**config.mk**
```make
export PLATFORM = sky130hd
export DESIGN_NAME = blhc_bus_ctrl
export DESIGN_NICKNAME = d
export VERILOG_FILES = /design/src/blhc_pkg.sv /design/src/blhc_sync_if.sv /design/src/blhc_sync.sv /design/src/blhc_bus_ctrl.sv
export SDC_FILE = /design/constraint.sdc
export NUM_CORES = 1
export LEC_CHECK = 0
export ABC_AREA = 1
export ABC_CLOCK_PERIOD_IN_PS = 2900
export BUFFER_PORTS_ARGS = -buffer_cell sky130_fd_sc_hd__clkbuf_2
export CAP_MARGIN = 20
export CORE_MARGIN = 2
export CORE_UTILIZATION = 30
export DETAILED_ROUTE_END_ITERATION = 8
export PLACE_DENSITY_LB_ADDON = 0.08
export RECOVER_POWER = 50
export REMOVE_ABC_BUFFERS = 1
export SYNTH_ARGS = -nofsm -noshare
export SYNTH_HDL_FRONTEND = slang
export SYNTH_SLANG_ARGS = --single-unit
```
**constraint.sdc**
```tcl
create_clock -name CLK_SYS -period 2.9 [get_ports CLK_SYS]
set_clock_uncertainty 0.05 [all_clocks]
set_input_delay 0.29 -clock CLK_SYS [delete_from_list [all_inputs] [get_ports CLK_SYS]]
set_output_delay 0.29 -clock CLK_SYS [all_outputs]
set_load 0.03 [all_outputs]
```
**src/blhc_pkg.sv**
```systemverilog
// package for the bus lock / hold / burst-last control block
// assumes a single 40 MHz system clock and a synchronous active-high reset
package blhc_pkg;

  // ---------------------------------------------------------------------
  // sizes and counts
  // ---------------------------------------------------------------------
  localparam int         DATA_W         = 16;       // multiplexed data lanes
  localparam int         BEAT_W         = 3;        // beat index, bursts of up to eight beats
  localparam int         CHECK_WORDS    = 8;        // words summed by the memory checksum
  localparam int         SYNC_STAGES    = 2;        // flip-flops in each pin synchroniser
  localparam int         RESET_MIN_DOUBLE_RATE_CLOCK = 41;       // least reset length in double-rate clocks
  localparam logic [1:0] LANES_NONE_N   = 2'h3;     // both byte lanes idle (active low)
  localparam logic [1:0] LANES_ALL      = 2'h3;     // both byte lanes take part
  localparam logic [DATA_W-1:0] SUM_ZERO = 16'h0000;

  // ---------------------------------------------------------------------
  // transaction kinds and bus states
  // ---------------------------------------------------------------------
  typedef enum logic [2:0] {
    KIND_READ,
    KIND_WRITE,
    KIND_ATOMIC_READ,
    KIND_ATOMIC_WRITE,
    KIND_INT_ACK
  } blhc_kind_e;

  typedef enum logic [3:0] {
    ST_INIT_TEST,
    ST_IDLE,
    ST_LOCK_WAIT,
    ST_ADDR,
    ST_DATA,
    ST_HOLD_FLOAT,
    ST_HOLD,
    ST_FAILED
  } blhc_state_e;

endpackage : blhc_pkg

```
**src/blhc_sync_if.sv**
```systemverilog
// carrier between the top module and its pin synchroniser
// assumes raw pin levels in and synchronised levels back, one clock domain
`timescale 1ns/1ps
interface blhc_sync_if #(parameter int W = 1);
  logic [W-1:0] raw;
  logic [W-1:0] synced;
  modport src  (output raw, input synced);
  modport sync (input raw, output synced);
endinterface : blhc_sync_if

```
**src/blhc_sync.sv**
```systemverilog
// two-flip-flop synchroniser, one chain per bit
// assumes inputs asynchronous to clk; no reset so a strap can be seen during reset
`timescale 1ns/1ps
module blhc_sync (
  input wire logic clk,
  blhc_sync_if.sync sig
);
  import blhc_pkg::*;

  localparam int W = $bits(sig.raw);

  // ---------------------------------------------------------------------
  // per-bit chains; the first stage feeds only the second
  // ---------------------------------------------------------------------
  genvar i;
  generate
    for (i = 0; i < W; i++) begin : g_bit
      logic meta;
      logic stable;
      logic next_meta;
      logic next_stable;
      // next values of the chain
      always_comb begin
        next_meta   = sig.raw[i];
        next_stable = meta;
      end
      // register only
      always_ff @(posedge clk) begin
        meta   <= next_meta;
        stable <= next_stable;
      end
      assign sig.synced[i] = stable;
    end
  endgenerate

endmodule : blhc_sync

```
**src/blhc_bus_ctrl.sv**
```systemverilog
// bus lock, hold handshake, byte-lane enables and burst-last / init-failure control
// assumes core requests on CLK_SYS, pins synchronised here, open-drain lock pulled up outside
//
// Notes on behaviour
// - atomic start samples lock; waits while another agent holds it
// - lock found free, device drives lock in the read's address state
// - lock released in the address state of the atomic write
// - lock is shared open drain; device only pulls low, watches others
// - lock also driven throughout interrupt-acknowledge transactions
// - lock low at reset end selects float-all until next reset
// - two active-low lane enables; upper for high byte, lower for low byte
// - in each data state exactly the participating lanes are enabled
// - on hold request, float bus first, then raise grant, enter hold
// - hold withdrawn drops grant and returns to idle
// - grant floats only in float-all mode and is driven low during reset
// - burst-last low in final data state including its wait states
// - failure shows as burst-last low, lanes idle, between reset and first cycle
// - failure held during self-test, dropped when it passes
// - zero checksum of eight words; mismatch fails for good
// - address strobe low in address state, high in the following data state
`timescale 1ns/1ps
module blhc_bus_ctrl #(
  parameter int DW = blhc_pkg::DATA_W
) (
  input  wire logic                      CLK_SYS,
  input  wire logic                      RST,
  // core side
  input  wire logic                      REQ_VALID,
  input  wire blhc_pkg::blhc_kind_e      REQ_KIND,
  input  wire logic [blhc_pkg::BEAT_W-1:0] REQ_BEATS,
  input  wire logic [1:0]                REQ_LANES,
  output wire logic                      REQ_READY,
  output logic                           DONE,
  output logic                           RD_VALID,
  output logic [DW-1:0]                  RD_DATA,
  input  wire logic                      SELFTEST_DONE,
  input  wire logic                      SELFTEST_PASS,
  output logic                           FLOAT_ALL,
  // pins
  input  wire logic                      HOLD,
  input  wire logic                      READY_N,
  input  wire logic [DW-1:0]             DATA_IN,
  input  wire logic                      LOCK_N_I,
  output wire logic                      LOCK_N_O,
  output logic                           LOCK_N_OE,
  output logic                           BUS_GRANT_ACK,
  output logic                           BUS_GRANT_ACK_OE,
  output logic                           ADDR_STROBE_N,
  output logic [1:0]                     BYTE_LANE_SEL_N,
  output logic                           FINAL_BEAT_N,
  output logic                           BUS_OE
);
  import blhc_pkg::*;

  // ---------------------------------------------------------------------
  // pin synchronisers
  // ---------------------------------------------------------------------
  blhc_sync_if #(.W(DW + 3)) pins ();
  assign pins.raw = {DATA_IN, LOCK_N_I, READY_N, HOLD};

  blhc_sync u_sync (
    .clk (CLK_SYS),
    .sig (pins)
  );

  logic          hold_s;
  logic          ready_s;
  logic          lock_free;
  logic [DW-1:0] data_s;
  assign hold_s    = pins.synced[0];
  assign ready_s   = ~pins.synced[1];
  assign lock_free = pins.synced[2];  // high when no agent pulls lock
  assign data_s    = pins.synced[DW+2:3];

  // ---------------------------------------------------------------------
  // state
  // ---------------------------------------------------------------------
  blhc_state_e             state, next_state;
  blhc_kind_e              kind, next_kind;
  logic [BEAT_W-1:0]       beat, next_beat;
  logic [BEAT_W-1:0]       last, next_last;
  logic [1:0]              lanes, next_lanes;
  logic                    own_lock, next_own_lock;
  logic                    checking, next_checking;
  logic [DW-1:0]           sum, next_sum;
  logic [DW-1:0]           sum_after;
  logic                    float_all, next_float_all;
  logic                    next_done, next_rd_valid;
  logic [DW-1:0]           next_rd_data;
  logic                    next_lock_oe, next_bus_grant_ack, next_bus_grant_ack_oe;
  logic                    next_as_n, next_final_n, next_bus_oe;
  logic [1:0]              next_lanes_n;
  logic                    is_lock_kind;

  // open drain: the lock pin is only ever pulled low
  assign LOCK_N_O  = 1'b0;
  assign sum_after = DW'(sum + data_s);

  // hold outranks a new request; no grant while an atomic pair holds lock
  assign REQ_READY = (state == ST_IDLE) && !float_all && !(hold_s && !own_lock);
  assign is_lock_kind = (REQ_KIND == KIND_ATOMIC_READ) || (REQ_KIND == KIND_INT_ACK);

  // ---------------------------------------------------------------------
  // next-state and output computation
  // ---------------------------------------------------------------------
  always_comb begin
    next_state     = state;
    next_kind      = kind;
    next_beat      = beat;
    next_last      = last;
    next_lanes     = lanes;
    next_own_lock  = own_lock;
    next_checking  = checking;
    next_sum       = sum;
    next_float_all = float_all;
    next_done      = 1'b0;
    next_rd_valid  = 1'b0;
    next_rd_data   = RD_DATA;
    case (state)
      ST_INIT_TEST: begin
        if (SELFTEST_DONE) begin
          if (SELFTEST_PASS) begin
            // checksum burst over the first words of memory
            next_state    = ST_ADDR;
            next_kind     = KIND_READ;
            next_beat     = '0;
            next_last     = BEAT_W'(CHECK_WORDS - 1);
            next_lanes    = LANES_ALL;
            next_sum      = SUM_ZERO;
            next_checking = 1'b1;
          end else begin
            next_state = ST_FAILED;
          end
        end
      end
      ST_IDLE: begin
        if (hold_s && !own_lock && !float_all) begin
          next_state = ST_HOLD_FLOAT;
        end else if (REQ_VALID && REQ_READY) begin
          next_kind  = REQ_KIND;
          next_beat  = '0;
          next_last  = REQ_BEATS;
          next_lanes = REQ_LANES;
          if (is_lock_kind && !lock_free) begin
            next_state = ST_LOCK_WAIT;
          end else begin
            next_state = ST_ADDR;
          end
        end
      end
      ST_LOCK_WAIT: begin
        // another agent holds lock; wait for its release
        if (lock_free) begin
          next_state = ST_ADDR;
        end
      end
      ST_ADDR: begin
        next_state = ST_DATA;
      end
      ST_DATA: begin
        if (ready_s) begin
          if (checking) begin
            next_sum = sum_after;
          end else if (kind != KIND_WRITE && kind != KIND_ATOMIC_WRITE) begin
            next_rd_data  = data_s;
            next_rd_valid = 1'b1;
          end
          if (beat == last) begin
            if (checking) begin
              next_checking = 1'b0;
              next_state    = (sum_after == SUM_ZERO) ? ST_IDLE : ST_FAILED;
            end else begin
              next_done  = 1'b1;
              next_state = ST_IDLE;
              if (kind == KIND_INT_ACK) begin
                next_own_lock = 1'b0;
              end
            end
          end else begin
            next_beat = BEAT_W'(beat + 1'b1);
          end
        end
        // no ready: stay, which is the wait state
      end
      ST_HOLD_FLOAT: begin
        next_state = ST_HOLD;
      end
      ST_HOLD: begin
        if (!hold_s) begin
          next_state = ST_IDLE;
        end
      end
      ST_FAILED: begin
        next_state = ST_FAILED;
      end
      default: begin
        next_state = ST_IDLE;
      end
    endcase

    // lock taken in the read's address state, dropped in the write's
    if (next_state == ST_ADDR) begin
      if (next_kind == KIND_ATOMIC_READ || next_kind == KIND_INT_ACK) begin
        next_own_lock = 1'b1;
      end else if (next_kind == KIND_ATOMIC_WRITE) begin
        next_own_lock = 1'b0;
      end
    end

    // reset: last lock level seen under reset chooses float-all
    if (RST) begin
      next_state     = ST_INIT_TEST;
      next_kind      = KIND_READ;
      next_beat      = '0;
      next_last      = '0;
      next_lanes     = '0;
      next_own_lock  = 1'b0;
      next_checking  = 1'b0;
      next_sum       = SUM_ZERO;
      next_float_all = !lock_free;
      next_rd_data   = '0;
    end

    // registered pin values, decoded from the coming state
    next_as_n    = !(next_state == ST_ADDR) || RST;
    next_lanes_n = (next_state == ST_DATA) ? ~next_lanes : LANES_NONE_N;
    next_final_n = !(((next_state == ST_DATA) && (next_beat == next_last)) ||
                     next_state == ST_INIT_TEST || next_state == ST_FAILED) || RST;
    next_bus_oe  = !RST && !next_float_all &&
                   !(next_state == ST_HOLD_FLOAT || next_state == ST_HOLD);
    next_bus_grant_ack    = !RST && (next_state == ST_HOLD);
    // float-all overrides even the grant line, which otherwise always drives
    next_bus_grant_ack_oe = RST || !next_float_all;
    next_lock_oe = next_own_lock && !next_float_all && !RST;
  end

  // ---------------------------------------------------------------------
  // registers
  // ---------------------------------------------------------------------
  always_ff @(posedge CLK_SYS) begin
    state            <= next_state;
    kind             <= next_kind;
    beat             <= next_beat;
    last             <= next_last;
    lanes            <= next_lanes;
    own_lock         <= next_own_lock;
    checking         <= next_checking;
    sum              <= next_sum;
    float_all        <= next_float_all;
    DONE             <= next_done;
    RD_VALID         <= next_rd_valid;
    RD_DATA          <= next_rd_data;
    ADDR_STROBE_N    <= next_as_n;
    BYTE_LANE_SEL_N  <= next_lanes_n;
    FINAL_BEAT_N     <= next_final_n;
    BUS_OE           <= next_bus_oe;
    BUS_GRANT_ACK    <= next_bus_grant_ack;
    BUS_GRANT_ACK_OE <= next_bus_grant_ack_oe;
    LOCK_N_OE        <= next_lock_oe;
  end

  assign FLOAT_ALL = float_all;
endmodule : blhc_bus_ctrl

```
# After elaboration in Yosys (flattened, before gate mapping)
# Index checks and enable logic that the tools add are counted.
# word_totals
inputBits	32
out_inout_bits	29
elab_cells	191
ff_bits	98
# classes
eq_ne	28
bitwise_logic	5
n_reduce_logical	39
n_mux	60
add_sub_neg	2
# ops
operator	count
$mux 16	4
$mux 3	19
$eq 4x3->1 const B	8
$mux 4	8
$pmux 16 s2	1
$pmux 4 s8	1
$mux 1	17
$add 16x16->16	1
$eq 4x2->1 const B	4
$logic_not 16->1	1
$logic_and 1x1->1	13
$pmux 3 s2	2
$mux 2	5
$ne 2x2->1 const B	5
$reduce_and 5->1	2
$eq 3x2->1 const B	3
$eq 3x3->1 const B	3
$logic_not 1->1	9
$pmux 3 s3	1
$logic_not 4->1	2
$logic_or 1x1->1	8
$eq 3x3->1	2
$reduce_or 3->1	2
$eq 4x1->1 const B	1
9 further kinds	12

# Depth between registers and ports, before layout
# Gate-level depths: netlist (run 1).
# depth
ltp_word	15
ltp_mapped	22
mapped_depth_nobuf	22

# Cells and area by module
# Synthesis (run 1) repeated with hierarchy kept, for this count alone.
# unflattened
hier_cells	636
hier_area_um2	4589.4
# modules_own_cells
module	n_inst	cells_per_inst	area_each_um2	seq_area_each_um2
blhc_bus_ctrl	1	579	3686.0	1201.2
blhc_sync	1	57	903.4	760.7

# Least setup slack after synthesis (run 1)
# Ideal clock, no wire load.
# synth_path
path_type	register -> register
start	reg sum[0]
end	reg BYTE_LANE_SEL_N[0]
path_stages_with_launch	21
required_ns	2.732
setup_ns	0.118
n_path_buf	0
synth_period_minus_slack_ns	2.356
slack_ns	0.544
t_arrival_ns	2.189
cell_sequence	dfxtp_1 -> ha_1 -> fa_1 -> nand2_1 -> nand2_2 -> nand3_2 -> nand2_2 -> nand3_1 -> nand3_1 -> nand2_1 -> nand2_1 -> nor2_1 -> nand2_1 -> nand2_2 -> nand2_1 -> nand2_1 -> nand2_2 -> nand2_2 -> o21ai_2 -> nor2_2 -> nand2_1
# synth_between
elab_chain_cells	9
# synth_rtl
item	line_no	text
start, declared	blhc_bus_ctrl.sv:85	logic [DW-1:0] sum, next_sum;
start signal, assigned	blhc_bus_ctrl.sv:248	sum <= next_sum;
$add 16x16->16	blhc_bus_ctrl.sv:97	assign sum_after = DW'(sum + data_s);
$logic_not 16->1	blhc_bus_ctrl.sv:171	next_state = (sum_after == SUM_ZERO) ? ST_IDLE : ST_FAILED;
$mux 3	blhc_bus_ctrl.sv:171	
$mux 3	blhc_bus_ctrl.sv:169	if (checking) begin
$mux 4	blhc_bus_ctrl.sv:168	if (beat == last) begin
$mux 4	blhc_bus_ctrl.sv:161	if (ready_s) begin
$pmux 4 s8	blhc_bus_ctrl.sv:119	case (state)
$mux 4	blhc_bus_ctrl.sv:211	if (RST) begin
$eq 4x3->1	blhc_bus_ctrl.sv:226	next_lanes_n = (next_state == ST_DATA) ? ~next_lanes : LANES_NONE_N;
end signal, assigned	blhc_bus_ctrl.sv:254	BYTE_LANE_SEL_N <= next_lanes_n;
end, declared	blhc_bus_ctrl.sv:49	output logic [1:0] BYTE_LANE_SEL_N,
# No other way between the ends.
# A chain may end at the register's enable or synchronous reset.

# Final worst setup path (run 1)
# layout_path
start	reg u_sync.g_bit[3].stable
end	reg BYTE_LANE_SEL_N[0]
# layout_between
elab_chain_cells	9
# layout_rtl
item	line_no	text
start, declared	blhc_sync.sv:19	logic stable;
start signal, assigned	blhc_sync.sv:30	stable <= next_stable;
$add 16x16->16	blhc_bus_ctrl.sv:97	
$logic_not 16->1	blhc_bus_ctrl.sv:171	
$mux 3	blhc_bus_ctrl.sv:171	
$mux 3	blhc_bus_ctrl.sv:169	
$mux 4	blhc_bus_ctrl.sv:168	
$mux 4	blhc_bus_ctrl.sv:161	
$pmux 4 s8	blhc_bus_ctrl.sv:119	
$mux 4	blhc_bus_ctrl.sv:211	
$eq 4x3->1	blhc_bus_ctrl.sv:226	
# No other way between the ends.

==> flow_metrics.tcl, run 1 <==
set metrics [dict create \
    die_w_um 125 \
    top_usage_layer "met2" \
    finalHoldViolCount 0 \
    cts_root_buf "clkbuf_16" \
    syn_area_um2 4410 \
    gr-usage-met1_pct 20.9 \
    yosysTopAreaCell "dfxtp_1" \
    peakVddDrop_v 0.000339 \
    setup_viol 0 \
    ys_warn_count 0 \
    grt_pass1_vias 3806 \
    use_met2_pct 23.4 \
    grt_max_degree 32 \
    cts.htree.levels 3 \
    period_minus_slack_ns 2.60 \
    ant_nets 0 \
    wl_mm 11.5 \
    core_area_um2 14400 \
    worst_pin_slew_ns 0.573 \
    synth_top_area_share_pct 44.5 \
    die_h_um 125 \
    post-route-period-util_pct 89.7 \
    drt_iter0_drc 182 \
    final_max_slew_viol_count 0 \
    n_antenna_cell 0 \
    synth.most_common_cell "nand2_1" \
    drc 0 \
    dpl_cell_area_um2 4930 \
    clockBufferDepth 2 \
    hold_class "in -> reg" \
    first_pass_iters 4 \
    n_fill_cell 1581 \
    start_kind "flop" \
    rsz0062_at_grt "no" \
    clk_pin_slew_ns 0.08 \
    netlist_instances 609 \
    dpl.hpwl_mm 8.64 \
    outcome "complete, no violations" \
    viasPerCell 4.50 \
    synth_commonest_cells "165 x nand2_1, 98 x dfxtp_1, 76 x inv_1" \
    global_route.overflow_total 0 \
    drive_above_1_share_pct 14.0 \
    drv_cap 0 \
    rrSetupSlack_ns 0.30 \
    nNetsFinal 743 \
    async_flop_share_pct 0 \
    holdCritStartpoint "REQ_KIND[1]" \
    io_buffers 59 \
    fmax_mhz 384 \
    syn2layout_area_growth_pct 22.7 \
    arrival_ns 2.79 \
    routedWlPerCell_um 13.0 \
    ys_ff_latch 98 \
    initial_core_util_pct 30.6 \
    postCtsSetupBuffers 0 \
    synth_edf_count 0 \
    grt_pass1_wl_mm 18.8 \
    antenna_found_initial 0 \
    critical_path_required_ns 3.09 \
    fin_area_um2 5410 \
    hold_path_depth 3 \
    synth_cell_types 40 \
    io_pins 61 \
    vias 3976 \
    cts_buffers 9 \
    fin_setup_tns_ns 0 \
    grtUsageMet3_pct 3.72 \
    ys_seq_area_share_pct 44.5 \
    crit_start "u_sync.g_bit[3].stable$_DFF_P_" \
    worstPathMaxFanout 5 \
    grt_util_all_layers_pct 15.1 \
    num_rows 44 \
    cts_tree "done" \
    dieArea_um2 15700 \
    power.total_mw 2.91 \
    synth.area.top_cells "dfxtp_1 44%, nand2_1 14%, inv_1 6.5%, nor2_1 6.3%, ha_1 4.5%" \
    crit_type "reg -> reg" \
    avgSynthCellArea_um2 7.24 \
    clock_latency_ns 0.36 \
    gp_congestion 0.891 \
    power_density_nw_per_um2 537 \
    rr_worst_depth 20 \
    synth_flop_cell "dfxtp_1" \
    clkSinkCount 98 \
    worstHoldEndpoint "kind[1]$_SDFF_PP0_" \
    endpoint_kind "flop" \
    max_slew_margin_pct 61.8 \
    r2r-start "u_sync.g_bit[3].stable$_DFF_P_" \
    r2r_end "BYTE_LANE_SEL_N[0]$_SDFF_PP1_" \
    leakage_nw 2.57 \
]
==> critical path: stages (launching register included) <==
cell	delay [ns]
dfxtp_2	0.34
ha_4	0.17
fa_2	0.38
nand2_1	0.12
nand2_2	0.08
nand3_2	0.08
nand2_2	0.07
nand2_1	0.08
nand3b_1	0.09
nand2_1	0.08
nand3_1	0.06
nor2_1	0.15
nand2_1	0.10
nand2_2	0.08
nand2_1	0.05
nand2_1	0.07
nand2_2	0.09
nand2_2	0.11
o21ai_2	0.07
nor2_2	0.12
nand2_1	0.06
==> cells by family after synthesis <==
kind of cell    after synthesis  share of synthesized area [%]
buf+inv                      93                           8.25
fa+ha+maj                    17                           4.99
xor+xnor                      5                          0.993
other cells                   1                         0.0850
flops                        98                           44.5
compound gates               77                           10.0
simple gates                318                           31.2
==> state kept, by name, summed over array words and instances, names as in the netlist, 2 cells and up <==
signal,count
u_sync.g_bit.meta,19
u_sync.g_bit.stable,19
RD_DATA,16
sum,16
state,4
beat,3
kind,3
last,3
BYTE_LANE_SEL_N,2
lanes,2
==> per-stage QoR <==
stage               util (%)  setup WS (ns)  std cells  hold slack [ns]
global placement        34.2          0.185        848            0.261
floorplan                  -          0.537        600            0.260
CTS                     37.5          0.124        883            0.157
detailed placement      34.2          0.148        848            0.262
global route            37.5       0.000624        883            0.174
finish                  37.5          0.299        883            0.169
==> metal layers <==
layer	part of all wire (%)	up-vias
met5	0	-
met1	51	1817
li1	-	2089
met4	1.4	0
met2	44	58
met3	3.7	12
==> layout by cell type, fill, tap and decap left out, types with 5 or more instances in the layout <==
cell type and count:
nand3_1 40, clkbuf_2 38, ha_1 15, inv_2 7, dfxtp_1 96, clkbuf_16 9
o21ai_0 28, nor2_1 72, clkbuf_1 21, nand2_2 11, nand2_1 165, nor3_1 6
nand4_1 5, inv_1 76, buf_4 5, nor2_2 5, dlygate4sd3_1 19, a21oi_1 35
==> timing repair <==
item / in CTS / in global routing
hold buffers: 19 / 0
setup endpoints to repair: 0 / 6
gates resized for setup: 0 / 9
hold endpoints to repair: 19 / 0
==> where the power goes <==
part,internal [mW],switching [mW]
combinational,0.103,0.192
sequential,1.40,0.0328
clock,0.624,0.561
==> worst max-delay path by stage <==
stage / end / slack (ns) / cells after the start
global placement: BYTE_LANE_SEL_N[0]$_SDFF_PP1_ / 0.18 / 18
global route: BYTE_LANE_SEL_N[0]$_SDFF_PP1_ / 0.0006 / 20
CTS: BYTE_LANE_SEL_N[0]$_SDFF_PP1_ / 0.12 / 18
floorplan: BYTE_LANE_SEL_N[0]$_SDFF_PP1_ / 0.54 / 20
finish: BYTE_LANE_SEL_N[0]$_SDFF_PP1_ / 0.30 / 20
detailed placement: BYTE_LANE_SEL_N[0]$_SDFF_PP1_ / 0.15 / 18
==> layout make-up <==
class,count,area [µm²],area share [%]
repair buffers,83,497,9.17
clock buffers,10,239,4.41
flip-flops and latches,98,1960,36.3
well taps,184,230,4.25
multi-input cells,419,2120,39.1
clock inverters,6,53.8,0.994
inverters,83,312,5.75
No activity file was read; power rests on OpenSTA's default activity.
==> run 2: changes to the inputs <==
--- a/config.mk
+++ b/config.mk
@@ -6,11 +6,11 @@
 export NUM_CORES = 1
 export LEC_CHECK = 0
 export ABC_AREA = 1
-export ABC_CLOCK_PERIOD_IN_PS = 2900
+export ABC_CLOCK_PERIOD_IN_PS = 3400
 export BUFFER_PORTS_ARGS = -buffer_cell sky130_fd_sc_hd__clkbuf_2
 export CAP_MARGIN = 20
 export CORE_MARGIN = 2
-export CORE_UTILIZATION = 30
+export CORE_UTILIZATION = 40
 export DETAILED_ROUTE_END_ITERATION = 8
 export PLACE_DENSITY_LB_ADDON = 0.08
 export RECOVER_POWER = 50
==> constraint.sdc (replaced) <==
create_clock -name CLK_SYS -period 3.4 [get_ports CLK_SYS]
set_clock_uncertainty 0.05 [all_clocks]
set_input_delay 0 -clock CLK_SYS [delete_from_list [all_inputs] [get_ports CLK_SYS]]
set_output_delay 0 -clock CLK_SYS [all_outputs]
set_load 0.03 [all_outputs]
==> flow_metrics.tcl, run 2 (synthesized netlist as in run 1, its figures left out) <==
set metrics [dict create \
    most-common-layout-cells "165 x nand2_1, 98 x dfxtp_1, 76 x inv_1" \
    io_buffers 59 \
    final_max_slew_viol_count 0 \
    peakVddDrop_v 0.000385 \
    global_route.overflow_total 0 \
    postCtsSetupBuffers 0 \
    r2r-start "sum[0]$_SDFFE_PP0P_" \
    drv_cap 0 \
    syn2layout_area_growth_pct 20.2 \
    cts_root_buf "clkbuf_8" \
    first_pass_iters 4 \
    gr-usage-met1_pct 26.7 \
    nNetsFinal 749 \
    rsz0062_at_grt "no" \
    critical_path_required_ns 3.62 \
    outcome "complete, no violations" \
    cts.htree.levels 3 \
    drc 0 \
    viasPerCell 4.70 \
    clockBufferDepth 2 \
    wl_mm 10.8 \
    die_w_um 109 \
    power_density_nw_per_um2 426 \
    post-route-period-util_pct 78.4 \
    num_rows 38 \
    reg_top3 "u_sync.g_bit.meta (19), u_sync.g_bit.stable (19)" \
    leakage_nw 2.55 \
    worstPathMaxFanout 5 \
    hold_buffers 27 \
    use_met2_pct 29.5 \
    drt_iter0_drc 174 \
    clock_latency_ns 0.40 \
    fin_area_um2 5300 \
    clkSinkCount 98 \
    routedWlPerCell_um 12.7 \
    ant_nets 0 \
    dieArea_um2 11900 \
    setup_viol 0 \
    grtUsageMet3_pct 4.66 \
    rr_worst_depth 20 \
    max_slew_margin_pct 51.5 \
    holdCritStartpoint "SELFTEST_PASS" \
    arrival_ns 2.89 \
    pre_cts_slack_ns 0.767 \
    dpl.hpwl_mm 7.97 \
    hold_path_depth 5 \
    cts_buffers 9 \
    dpl_cell_area_um2 4860 \
    grt_util_all_layers_pct 19.4 \
    top_usage_layer "met2" \
    n_fill_cell 1089 \
    gp_congestion 0.914 \
    cts_tree "done" \
    clk_pin_slew_ns 0.10 \
    endpoint_kind "flop" \
    finalHoldViolCount 0 \
    crit_start "sum[0]$_SDFFE_PP0P_" \
    io_pins 61 \
    rrSetupSlack_ns 0.73 \
    layout_commonest_cell "nand2_1" \
    grt_pass1_wl_mm 17.5 \
    grt_max_degree 33 \
    start_kind "flop" \
    core_area_um2 10800 \
    initial_core_util_pct 40.9 \
    antenna_found_initial 0 \
    hold_class "in -> reg" \
    vias 3972 \
    n_antenna_cell 0 \
    worst_pin_slew_ns 0.726 \
    grt_pass1_vias 3659 \
    cts_resized 0 \
    period_minus_slack_ns 2.67 \
    die_h_um 109 \
    crit_type "reg -> reg" \
    fin_setup_tns_ns 0 \
    power.total_mw 2.26 \
    drive_above_1_share_pct 12.3 \
    fin_ws_ns 0.734 \
    fmax_mhz 375 \
]
==> run 2: final cells by class <==
class	instances	area [µm²]	share of cell area (%)
Tap cell	140	175	3.30
Clock buffer	11	141	2.67
Inverter	83	312	5.88
Timing Repair Buffer	89	561	10.6
Sequential cell	98	1960	37.0
Clock inverter	5	61.3	1.16
Multi-Input combinational cell	419	2090	39.4
==> run 2: final timing paths <==
check | to
worst max-delay path | own_lock$_DFF_P_
worst min-delay path | checking$_SDFFE_PP0P_
worst max register to register | own_lock$_DFF_P_
worst min register to register | u_sync.g_bit[16].stable$_DFF_P_
==> run 2: metal layers <==
layer / part of all wire [%] / routed length, µm / vias to the layer above
met3: 4.1 / 445 / 10
met4: 1.3 / 143 / 0
met5: 0 / 0 / -
met1: 51 / 5440 / 1780
met2: 44 / 4730 / 67
li1: - / - / 2115
==> run 2: report_power, final <==
group,internal [mW],switching (mW)
registers,1.19,0.0273
clock network,0.366,0.422
logic,0.0923,0.161
total,1.65,0.610
==> run 2: worst max-delay path: stages, from the launching register on <==
cell     delay [ns]
dfxtp_1        0.33
ha_1           0.24
fa_1           0.44
nand2_1        0.13
nand2_2        0.08
nand3_2        0.08
nand2_2        0.08
nand3_1        0.10
nand3_1        0.10
nand2_1        0.09
nand2_1        0.06
nor2_1         0.10
nand2_1        0.07
nand2_2        0.07
nand2_1        0.05
nand2_1        0.07
nand2_2        0.08
nand3_1        0.11
nand2_1        0.06
nand2_1        0.10
nor2_1         0.04
==> run 2: through the flow <==
| step | hold slack (ns) | util [%] | cells |
|---|---|---|---|
| 6_report | 0.0346 | 49.1 | 845 |
| 5_1_grt | 0.0703 | 49.1 | 845 |
| 4_1_cts | 0.0127 | 49.4 | 845 |
| 3_5_place_dp | 0.0539 | 45.0 | 802 |
| 3_3_place_gp | 0.0521 | 45.0 | 802 |
| 2_1_floorplan | -0.0223 | - | 600 |
